`config.mk`:
```
export PLATFORM = sky130hd
export DESIGN_NAME = flash_host
export DESIGN_NICKNAME = d
export VERILOG_FILES = /design/src/logic/flash_host_pkg.sv /design/src/logic/bus_cycle.sv /design/src/logic/flash_host.sv
export VERILOG_INCLUDE_DIRS = /design/src /design/src/logic
export SDC_FILE = /design/constraint.sdc
export NUM_CORES = 1
export LEC_CHECK = 0
export BUFFER_PORTS_ARGS = -buffer_cell sky130_fd_sc_hd__buf_4
export CAP_MARGIN = 40
export CORE_UTILIZATION = 35
export CTS_CLUSTER_DIAMETER = 80
export DETAILED_ROUTE_END_ITERATION = 10
export GPL_TIMING_DRIVEN = 0
export MAX_ROUTING_LAYER = met4
export PLACE_DENSITY = 0.66
export SLEW_MARGIN = 20
export SYNTH_ARGS = -nofsm -noshare
export SYNTH_HDL_FRONTEND = slang
export SYNTH_HIERARCHICAL = 1
export SYNTH_SLANG_ARGS = --single-unit
```
`constraint.sdc`:
```
create_clock -name CLK -period 3.1 [get_ports CLK]
set_input_delay 0.775 -clock CLK [delete_from_list [all_inputs] [get_ports CLK]]
set_output_delay 0.775 -clock CLK [all_outputs]
set_load 0.02 [all_outputs]
```
`src/logic/flash_host_regs.svh`:
```
`ifndef FLASH_HOST_REGS_SVH
`define FLASH_HOST_REGS_SVH

// clock and flash strobe timing
`define CLK_PERIOD_NS  50
`define WE_PULSE_NS    100
`define RD_ACCESS_NS   90
`define SYNC_STAGES    2
`define WE_PULSE_CYC   ((`WE_PULSE_NS + `CLK_PERIOD_NS - 1) / `CLK_PERIOD_NS)
`define RD_PULSE_CYC   (((`RD_ACCESS_NS + `CLK_PERIOD_NS - 1) / `CLK_PERIOD_NS) + `SYNC_STAGES + 1)

// controller register offsets
`define R_CMD          8'h00
`define R_ADDR         8'h04
`define R_WDATA        8'h08
`define R_STATUS       8'h0C
`define R_RDATA        8'h10
`define R_CFG          8'h14

// field positions
`define OP_MSB         3
`define STAT_REFUSED   5
`define CFG_POLL01     0
`define SEC_WORD_MSB   2
`define SEC_HI_MSB     18
`define SEC_HI_LSB     8
`define POLLING_BIT    7
`define TOGGLE_BIT     6
`define FAULT_BIT      5
`define LOCK_FLAG_BIT  1

// flash command addresses and data
`define A_UNLOCK1      19'h0_0555
`define A_UNLOCK2      19'h0_0AAA
`define A_CFI          19'h0_0055
`define A_LOCK         19'h0_0080
`define A_SEC_BASE     19'h0_0081
`define A_SEC_USER     19'h0_0085
`define SEC_USER_WORD  3'h4
`define D_UNLOCK1      16'h00AA
`define D_UNLOCK2      16'h0055
`define D_SEC_CMD      16'h00C0
`define D_ID_ENTRY     16'h0090
`define D_ID_EXIT      16'h00F0
`define D_CFI          16'h0098
`define D_LOCK         16'h0000

`endif

```
`src/logic/flash_host_pkg.sv`:
```
package flash_host_pkg;

  typedef enum logic [3:0] {
    OP_READ        = 4'b0000,
    OP_SEC_READ    = 4'b0001,
    OP_SEC_PROG    = 4'b0010,
    OP_SEC_LOCK    = 4'b0011,
    OP_LOCK_STAT   = 4'b0100,
    OP_ID_ENTRY    = 4'b0101,
    OP_ID_EXIT     = 4'b0110,
    OP_CFI         = 4'b0111,
    OP_TOGGLE_POLL = 4'b1000,
    OP_DATA_POLL   = 4'b1001
  } op_t;

  typedef enum logic [1:0] {
    ST_IDLE  = 2'b00,
    ST_ISSUE = 2'b01,
    ST_WAIT  = 2'b10,
    ST_EVAL  = 2'b11
  } seq_state_t;

  typedef enum logic [1:0] {
    CYC_IDLE  = 2'b00,
    CYC_SETUP = 2'b01,
    CYC_PULSE = 2'b10,
    CYC_HOLD  = 2'b11
  } cyc_state_t;

  typedef struct packed {
    logic        wr;
    logic [18:0] addr;
    logic [15:0] data;
  } bus_req_t;

  typedef struct packed {
    logic [18:0] addr;
    logic [15:0] dq_o;
    logic        dq_oe;
    logic        ce_n;
    logic        oe_n;
    logic        we_n;
  } flash_pins_t;

endpackage

```
`src/logic/bus_cycle.sv`:
```
`timescale 1ns/1ps
`include "flash_host_regs.svh"
module bus_cycle (
  input  wire logic                      clk,
  input  wire logic                      rst_n,
  input  wire logic                      start,
  input  wire flash_host_pkg::bus_req_t  req,
  input  wire logic [15:0]               dq_in,
  output logic                           done,
  output logic [15:0]                    rd_data,
  output flash_host_pkg::flash_pins_t    pins
);
  import flash_host_pkg::*;

  localparam flash_pins_t PINS_IDLE = '{addr: '0, dq_o: '0, dq_oe: 1'b0,
                                        ce_n: 1'b1, oe_n: 1'b1, we_n: 1'b1};
  localparam logic [3:0] WE_LAST = 4'(`WE_PULSE_CYC - 1);
  localparam logic [3:0] RD_LAST = 4'(`RD_PULSE_CYC - 1);

  cyc_state_t  st_q;
  logic [3:0]  cnt_q;
  logic        wr_q;
  logic [15:0] dq_meta_q;
  logic [15:0] dq_sync_q;

  // data pins are asynchronous to CLK
  always_ff @(posedge clk or negedge rst_n) begin
    if (!rst_n) begin
      dq_meta_q <= '0;
      dq_sync_q <= '0;
    end else begin
      dq_meta_q <= dq_in;
      dq_sync_q <= dq_meta_q;
    end
  end

  // ce low one cycle before the strobe, data held one cycle after it
  always_ff @(posedge clk or negedge rst_n) begin
    if (!rst_n) begin
      st_q    <= CYC_IDLE;
      cnt_q   <= '0;
      wr_q    <= 1'b0;
      done    <= 1'b0;
      rd_data <= '0;
      pins    <= PINS_IDLE;
    end else begin
      done <= 1'b0;
      case (st_q)
        CYC_IDLE: if (start) begin
          wr_q       <= req.wr;
          pins.addr  <= req.addr;
          pins.dq_o  <= req.data;
          pins.dq_oe <= req.wr;
          pins.ce_n  <= 1'b0;
          st_q       <= CYC_SETUP;
        end
        CYC_SETUP: begin
          cnt_q     <= wr_q ? WE_LAST : RD_LAST;
          pins.we_n <= !wr_q;
          pins.oe_n <= wr_q;
          st_q      <= CYC_PULSE;
        end
        CYC_PULSE: if (cnt_q == 4'h0) begin
          pins.we_n <= 1'b1;
          pins.oe_n <= 1'b1;
          if (!wr_q) rd_data <= dq_sync_q;
          st_q <= CYC_HOLD;
        end else begin
          cnt_q <= cnt_q - 4'h1;
        end
        CYC_HOLD: begin
          pins.ce_n  <= 1'b1;
          pins.dq_oe <= 1'b0;
          done       <= 1'b1;
          st_q       <= CYC_IDLE;
        end
        default: st_q <= CYC_IDLE;
      endcase
    end
  end
endmodule

```
`src/logic/flash_host.sv`:
```
// What this block does
// - user half written only by the four-cycle security program sequence.
// - lock sequence drives lock_flag_bit low in the fourth cycle.
// - security register read only after ident_mode_entry.
// - after lock status or security read, only ident_mode_exit or another security read is accepted.
// - single write 98h at 55h enters CFI query mode.
// - CFI mode reads return CFI data; leave only by ident_mode_exit.
// - data polling rechecks polling_bit after seeing fault_bit set.
// - toggle detection rechecks toggle_bit after fault_bit becomes one.
// - security access keeps address 18..8 zero; words 0-3 factory, 4-7 user.
//
// Strobed register access and the register offsets were left to the implementer.
`timescale 1ns/1ps
`include "flash_host_regs.svh"
module flash_host (
  input  wire logic         CLK,
  input  wire logic         RST_N,
  input  wire logic [7:0]   REG_ADDR,
  input  wire logic [31:0]  REG_WDATA,
  input  wire logic         REG_WR,
  input  wire logic         REG_RD,
  output logic [31:0]       REG_RDATA,
  output logic [18:0]       FL_ADDR,
  output logic [15:0]       FL_DQ_O,
  output logic              FL_DQ_OE,
  input  wire logic [15:0]  FL_DQ_I,
  output logic              FL_CE_N,
  output logic              FL_OE_N,
  output logic              FL_WE_N,
  input  wire logic         FL_RDY_I
);
  import flash_host_pkg::*;

  seq_state_t  st_q;
  op_t         op_q;
  logic [1:0]  step_q;
  logic [18:0] addr_q;
  logic [15:0] wdata_q;
  logic [15:0] rdata_q;
  logic [15:0] prev_q;
  logic        cfg01_q;
  logic        ident_q;
  logic        cfi_q;
  logic        need_exit_q;
  logic        lock_flag_q;
  logic        refused_q;
  logic        fail_q;
  logic        have_prev_q;
  logic        recheck_q;
  logic        rdy_meta_q;
  logic        rdy_sync_q;
  flash_pins_t pins;
  logic        cyc_done;
  logic [15:0] cyc_rdata;

  function automatic bus_req_t seq_item(input op_t op, input logic [1:0] step,
                                        input logic [1:0] last, input logic [18:0] sec_a,
                                        input logic [18:0] a, input logic [15:0] d);
    bus_req_t r;
    r = '{wr: 1'b1, addr: `A_UNLOCK1, data: `D_UNLOCK1};
    if (step == 2'd1) r = '{wr: 1'b1, addr: `A_UNLOCK2, data: `D_UNLOCK2};
    if (step == 2'd2) r.data = (op == OP_SEC_PROG || op == OP_SEC_LOCK) ? `D_SEC_CMD
                                                                         : `D_ID_ENTRY;
    if (step == last) begin
      case (op)
        OP_SEC_READ:  r = '{wr: 1'b0, addr: sec_a, data: '0};
        OP_SEC_PROG:  r = '{wr: 1'b1, addr: sec_a, data: d};
        OP_SEC_LOCK:  r = '{wr: 1'b1, addr: `A_LOCK, data: `D_LOCK};
        OP_LOCK_STAT: r = '{wr: 1'b0, addr: `A_LOCK, data: '0};
        OP_ID_ENTRY:  r = '{wr: 1'b1, addr: `A_UNLOCK1, data: `D_ID_ENTRY};
        OP_ID_EXIT:   r = '{wr: 1'b1, addr: `A_UNLOCK1, data: `D_ID_EXIT};
        OP_CFI:       r = '{wr: 1'b1, addr: `A_CFI, data: `D_CFI};
        default:      r = '{wr: 1'b0, addr: a, data: '0};
      endcase
    end
    return r;
  endfunction

  // register port decode
  wire        idle_w     = st_q == ST_IDLE;
  wire        wr_cmd     = REG_WR && REG_ADDR == `R_CMD;
  wire        wr_addr    = REG_WR && REG_ADDR == `R_ADDR && idle_w;
  wire        wr_wdata   = REG_WR && REG_ADDR == `R_WDATA && idle_w;
  wire        wr_cfg     = REG_WR && REG_ADDR == `R_CFG && idle_w;
  wire        wr_status  = REG_WR && REG_ADDR == `R_STATUS;
  wire op_t   new_op     = op_t'(REG_WDATA[`OP_MSB:0]);
  wire        op_known   = REG_WDATA[`OP_MSB:0] <= OP_DATA_POLL;
  wire        exit_block = need_exit_q && new_op != OP_ID_EXIT && new_op != OP_SEC_READ;
  wire        cfi_block  = cfi_q && new_op != OP_READ && new_op != OP_ID_EXIT;
  wire        sec_block  = new_op == OP_SEC_READ && !ident_q;
  wire        user_block = new_op == OP_SEC_PROG &&
                           addr_q[`SEC_WORD_MSB:0] < `SEC_USER_WORD;
  wire        accept     = wr_cmd && idle_w && op_known &&
                           !exit_block && !cfi_block && !sec_block && !user_block;
  wire        refuse_evt = wr_cmd && !accept;

  // sequence step selection
  wire [1:0]     last_step = (op_q == OP_SEC_PROG || op_q == OP_SEC_LOCK ||
                              op_q == OP_LOCK_STAT) ? 2'd3 :
                             (op_q == OP_ID_ENTRY) ? 2'd2 : 2'd0;
  wire [18:0]    sec_addr  = `A_SEC_BASE + 19'(addr_q[`SEC_WORD_MSB:0]);
  wire bus_req_t cyc_req   = seq_item(op_q, step_q, last_step, sec_addr, addr_q, wdata_q);
  wire           cyc_start = st_q == ST_ISSUE;
  wire           is_poll   = op_q == OP_TOGGLE_POLL || op_q == OP_DATA_POLL;
  wire           is_tog    = op_q == OP_TOGGLE_POLL;

  // poll evaluation on the last read
  wire exp_bit   = cfg01_q ? 1'b1 : wdata_q[`POLLING_BIT];
  wire tog_same  = have_prev_q && rdata_q[`TOGGLE_BIT] == prev_q[`TOGGLE_BIT];
  wire compared  = is_tog ? have_prev_q : 1'b1;
  wire pass_w    = is_tog ? tog_same : rdata_q[`POLLING_BIT] == exp_bit;
  wire fail_w    = !pass_w && compared && recheck_q;
  wire recheck_w = !pass_w && compared && !recheck_q && rdata_q[`FAULT_BIT];

  wire [31:0] status_w = {24'h00_0000, rdy_sync_q, fail_q, refused_q, lock_flag_q,
                          need_exit_q, cfi_q, ident_q, !idle_w};
  wire [31:0] rd_sel   = (REG_ADDR == `R_STATUS) ? status_w :
                         (REG_ADDR == `R_RDATA)  ? {16'h0000, rdata_q} :
                         (REG_ADDR == `R_ADDR)   ? {13'h0000, addr_q} :
                         (REG_ADDR == `R_WDATA)  ? {16'h0000, wdata_q} :
                         (REG_ADDR == `R_CFG)    ? {31'h0000_0000, cfg01_q} : 32'h0000_0000;

  bus_cycle u_cycle (
    .clk     (CLK),
    .rst_n   (RST_N),
    .start   (cyc_start),
    .req     (cyc_req),
    .dq_in   (FL_DQ_I),
    .done    (cyc_done),
    .rd_data (cyc_rdata),
    .pins    (pins)
  );

  assign FL_ADDR  = pins.addr;
  assign FL_DQ_O  = pins.dq_o;
  assign FL_DQ_OE = pins.dq_oe;
  assign FL_CE_N  = pins.ce_n;
  assign FL_OE_N  = pins.oe_n;
  assign FL_WE_N  = pins.we_n;

  always_ff @(posedge CLK or negedge RST_N) begin
    if (!RST_N) begin
      REG_RDATA  <= 32'h0000_0000;
      addr_q     <= '0;
      wdata_q    <= '0;
      cfg01_q    <= 1'b0;
      refused_q  <= 1'b0;
      rdy_meta_q <= 1'b1;
      rdy_sync_q <= 1'b1;
    end else begin
      REG_RDATA  <= REG_RD ? rd_sel : 32'h0000_0000;
      rdy_meta_q <= FL_RDY_I;
      rdy_sync_q <= rdy_meta_q;
      refused_q  <= refuse_evt | (refused_q & !(wr_status & REG_WDATA[`STAT_REFUSED]));
      if (wr_addr) addr_q <= REG_WDATA[18:0];
      if (wr_wdata) wdata_q <= REG_WDATA[15:0];
      if (wr_cfg) cfg01_q <= REG_WDATA[`CFG_POLL01];
    end
  end

  always_ff @(posedge CLK or negedge RST_N) begin
    if (!RST_N) begin
      st_q        <= ST_IDLE;
      op_q        <= OP_READ;
      step_q      <= 2'd0;
      rdata_q     <= '0;
      prev_q      <= '0;
      have_prev_q <= 1'b0;
      recheck_q   <= 1'b0;
      fail_q      <= 1'b0;
      ident_q     <= 1'b0;
      cfi_q       <= 1'b0;
      need_exit_q <= 1'b0;
      lock_flag_q <= 1'b1;
    end else begin
      case (st_q)
        ST_IDLE: if (accept) begin
          op_q        <= new_op;
          step_q      <= 2'd0;
          fail_q      <= 1'b0;
          have_prev_q <= 1'b0;
          recheck_q   <= 1'b0;
          st_q        <= ST_ISSUE;
        end
        ST_ISSUE: st_q <= ST_WAIT;
        ST_WAIT: if (cyc_done) begin
          if (!cyc_req.wr) rdata_q <= cyc_rdata;
          if (step_q != last_step) begin
            step_q <= step_q + 2'd1;
            st_q   <= ST_ISSUE;
          end else if (is_poll) begin
            st_q <= ST_EVAL;
          end else begin
            st_q <= ST_IDLE;
            case (op_q)
              OP_ID_ENTRY: ident_q <= 1'b1;
              OP_LOCK_STAT: begin
                ident_q     <= 1'b1;
                need_exit_q <= 1'b1;
                lock_flag_q <= cyc_rdata[`LOCK_FLAG_BIT];
              end
              OP_SEC_READ: need_exit_q <= 1'b1;
              OP_CFI: cfi_q <= 1'b1;
              OP_ID_EXIT: begin
                ident_q     <= 1'b0;
                cfi_q       <= 1'b0;
                need_exit_q <= 1'b0;
              end
              default: ;
            endcase
          end
        end
        ST_EVAL: if (pass_w || fail_w) begin
          fail_q <= fail_w;
          st_q   <= ST_IDLE;
        end else begin
          prev_q      <= rdata_q;
          have_prev_q <= !recheck_w;
          if (recheck_w) recheck_q <= 1'b1;
          st_q <= ST_ISSUE;
        end
        default: st_q <= ST_IDLE;
      endcase
    end
  end
endmodule

```
==> summary.md <==
- **outcome** finished clean
- **number of buffer cells added on primary ports** 104
- **post-DP HPWL** 13900 µm
- **Clock Root Buffer** clkbuf_16
- **leakage component of the power** 4.98 nW
- **average wire per standard cell** 17.4 µm
- **total power divided by cell area** 751 nW/µm²
- **area enclosed by the die boundary** 24000 µm²
- **standard-cell rows** 55
- **sequential area share after synthesis** 56.6%
- **top cells by area, synth** dfrtp_1 (55%), mux2_1 (7.6%), mux2_2 (5.9%)
- **slew at the pin with the worst max-slew slack** 0.766 ns
- **reg-to-reg slack, setup** 0.61 ns
- **final critical-path setup slack** 0.604 ns
- **gr ovfl total** 0
- **highest metal layer with signal wires** met4
- **Inserted Diodes** 0
- **initial core utilization** 36.0%
- **worst min path class** input pin to async pin
- **switching power** 2.38 mW
- **final net count** 843
- **pin count of the biggest net entering global routing** 102
- **remaining number of nets flagged by the antenna check after routing** 0
- **Filler Cells Inserted** 2080
- **sequential cell fraction of total power** 42.0%
- **I/O pin total** 132
- **total CTS buffers** 17
- **capturing element type of the critical path** register
- **unrepaired setup endpoints after global routing** false
- **Worst Path Required** 3.42 ns
- **clock edge transition at the registers on the reported setup and hold paths** 0.07 ns
- **warnings from Yosys** 6
- **Post-route DRC** 0
- **post-synthesis instance area** 8190 µm²
- **length of routed wiring on met1** 8840 µm
- **share of layout cells above drive strength 1** 31.1%
- **number of gates resized after cts** 0
- **Setup Skew** 0.0111 ns
- **width of the chip** 155 µm
- **share of synthesized registers carrying an async set or reset** 100%
- **startpoint type of the worst setup path** input pin
- **CTS tree** yes
- **worst voltage drop across the vdd grid** 393 µV
- **Final Hold Slack** 0.334 ns
- **Total Negative Setup Slacks** 0 ns
- **commonest register cell after synthesis** dfrtp_1
- **critical path peak fanout** 10
- **capturing point of the worst reg2reg path** u_cycle/pins[32]$_DFFE_PN0P_
- **Routed met2 length** 9310 µm
- **number of synthesized flops with an enable pin** 0
- **fraction of post-synthesis cell area in the top cell type by area** 54.7%
- **max-slew violations** 0
- **switching share of power** 31.4%
- **clock network latency to the later pin of the worst-skew pair** 0.44 ns
- **Core Footprint** 22800 µm²
- **total routed wirelength** 19100 µm
- **maximum level of the CTS H-tree** 4
- **category of the most critical setup path** input pin to register
- **global-route wire length before repair** 30800 µm
- **Reg2Reg Launch Point** step_q[0]$_DFFE_PN0P_
- **per-cell via count in the routed design** 5.03
- **post-CTS setup buffer count** 0
- **Worst Reg2Reg Path Length in Cells** 7
- **routed length on met3** 730 µm
- **tightest slew margin relative to the limit** 48.5%
- **endpoints failing setup** 0
- **time the final worst path needs with I/O delays and setup** 2.50 ns
- **Netlist cell types** 73
- **maximum buffer depth of the clock tree** 2
- **post-synthesis cell type with the largest combined area** dfrtp_1
- **max-cap violation count** 0
- **Starting DRT DRC Count** 378
- **number of vias in the routed layout** 5519
- **vias in the first global route** 5558
- **Hold Fails Final Rpt** 0
- **Hold-fix buffers, CTS** 0
- **proportion of power drawn by the clock network** 31.1%
- **post-synthesis register bit count** 185
- **combined global-route utilization of all metal layers** 17.3%
- **highest clock rate** 0.401 GHz
- **mean cell area of the mapped netlist** 12.9 µm²
- **die height** 155 µm
- **signed area change from the synthesized netlist to the final layout** 23.1%
- **combinational power share** 26.8%
- **number of antenna violations at the first check in global routing** 0
- **post-placement setup slack** 0.154 ns
- **final worst-path cycle share** 80.5%
- **worst endpoint data arrival time** 2.82 ns
- **RePlAce Congestion** 0.907
- **Pre-antenna DRT Iters** 5
- **# clock sinks** 185
- **Internal Dissipation** 5.19 mW
- **post-synthesis cell count** 636
==> power by group through the flow <==
stage	Combinational [mW]	Clock [mW]	Sequential, mW
after global routing	2.24	2.50	3.24
final	2.03	2.36	3.18
after global placement	1.99	0	3.22
after detailed placement	2.04	0	3.23
after floorplan	1.30	0	3.25
after CTS	2.04	2.40	3.19
==> cell type report <==
class,instances,area [µm²],share of cell area (%)
timing repair buffer,105,816,8.09
clock inverter,14,209,2.07
multi-input combinational,404,3290,32.6
tap,313,392,3.88
inverter,15,56.3,0.558
buffer,44,256,2.54
sequential,185,4640,46.0
clock buffer,18,429,4.26
==> worst max-delay path by stage <==
stage / startpoint / endpoint / slack, ns / cells past startpoint
after floorplan: REG_WDATA[1] / op_q[0]$_DFFE_PN0P_ / 0.83 / 5
after global placement: RST_N / addr_q[17]$_DFFE_PN0P_ / 0.06 / 1
after detailed placement: REG_ADDR[7] / wdata_q[8]$_DFFE_PN0P_ / 0.15 / 6
after CTS: REG_ADDR[7] / wdata_q[8]$_DFFE_PN0P_ / 0.62 / 6
after global routing: step_q[0]$_DFFE_PN0P_ / u_cycle/pins[32]$_DFFE_PN0P_ / 0.41 / 7
final: REG_ADDR[7] / wdata_q[8]$_DFFE_PN0P_ / 0.60 / 6
==> cells in the mapped netlist (all sizes together), types with 5 or more instances <==
cell type	n
nand2	27
nor2b	10
dfstp	6
nor3	11
inv	15
a22o	12
buf	29
and2	6
and3	16
o211a	7
ha	10
a21o	8
a22oi	18
nor2	26
nand3	5
nand3b	6
nand2b	5
clkbuf	15
nor3b	5
a21oi	20
mux2	112
dfrtp	179
o22ai	7
o21ai	19
==> logic make-up after synthesis <==
group / after synthesis / synth area share [%]
AO/OA/AOI/OAI: 126 / 11.3
XOR/XNOR: 5 / 0.535
adder cells (fa/ha/maj): 10 / 1.53
buffers and inverters: 59 / 3.82
flip-flops: 185 / 56.6
multiplexers: 115 / 16.4
other: 1 / 0.0458
AND/OR/NAND/NOR: 135 / 9.74
==> critical path: stages <==
cell and delay, ns:
buf_4 0.11, nor4_1 0.68, and2_1 0.36, nand2_1 0.25, buf_2 0.29, mux2_1 0.35
==> placed cells by master (no fill, tap or decap), types with 16 or more instances in the layout <==
cell / netlist / routed
dfrtp_1: 179 / 179
buf_4: 15 / 118
mux2_1: 55 / 55
mux2_2: 43 / 43
nor2_1: 26 / 26
nand2_1: 25 / 25
a21oi_1: 20 / 20
a22oi_1: 18 / 18
clkbuf_16: 0 / 17
clkbuf_1: 15 / 16
==> layer usage <==
layer	vias up	global-route usage [%]
li1	2570	-
met1	2777	22.3
met2	141	27.8
met3	31	3.18
met4	0	4.95
met5	-	-
==> per-stage QoR <==
stage | power [mW] | cells | area (µm²) | utilization, %
finish | 7.57 | 1098 | 10100 | 44.3
global route | 7.98 | 1098 | 10100 | 44.3
CTS | 7.63 | 1098 | 10100 | 44.3
detailed placement | 5.26 | 1066 | 9450 | 41.5
global placement | 5.21 | 1065 | 9410 | 41.3
floorplan | 4.55 | 648 | 8240 | -
==> state kept, by name (all words and copies together), names as in the netlist, 2 cells and up <==
signal	count
REG_RDATA	19
u_cycle/dq_sync_q	16
rdata_q	16
wdata_q	16
u_cycle/rd_data	16
u_cycle/cnt_q	4
step_q	2
st_q	2
op_q	4
addr_q	19
u_cycle/dq_meta_q	16
u_cycle/pins	39
u_cycle/st_q	2
(Power assumes the default switching activity.)
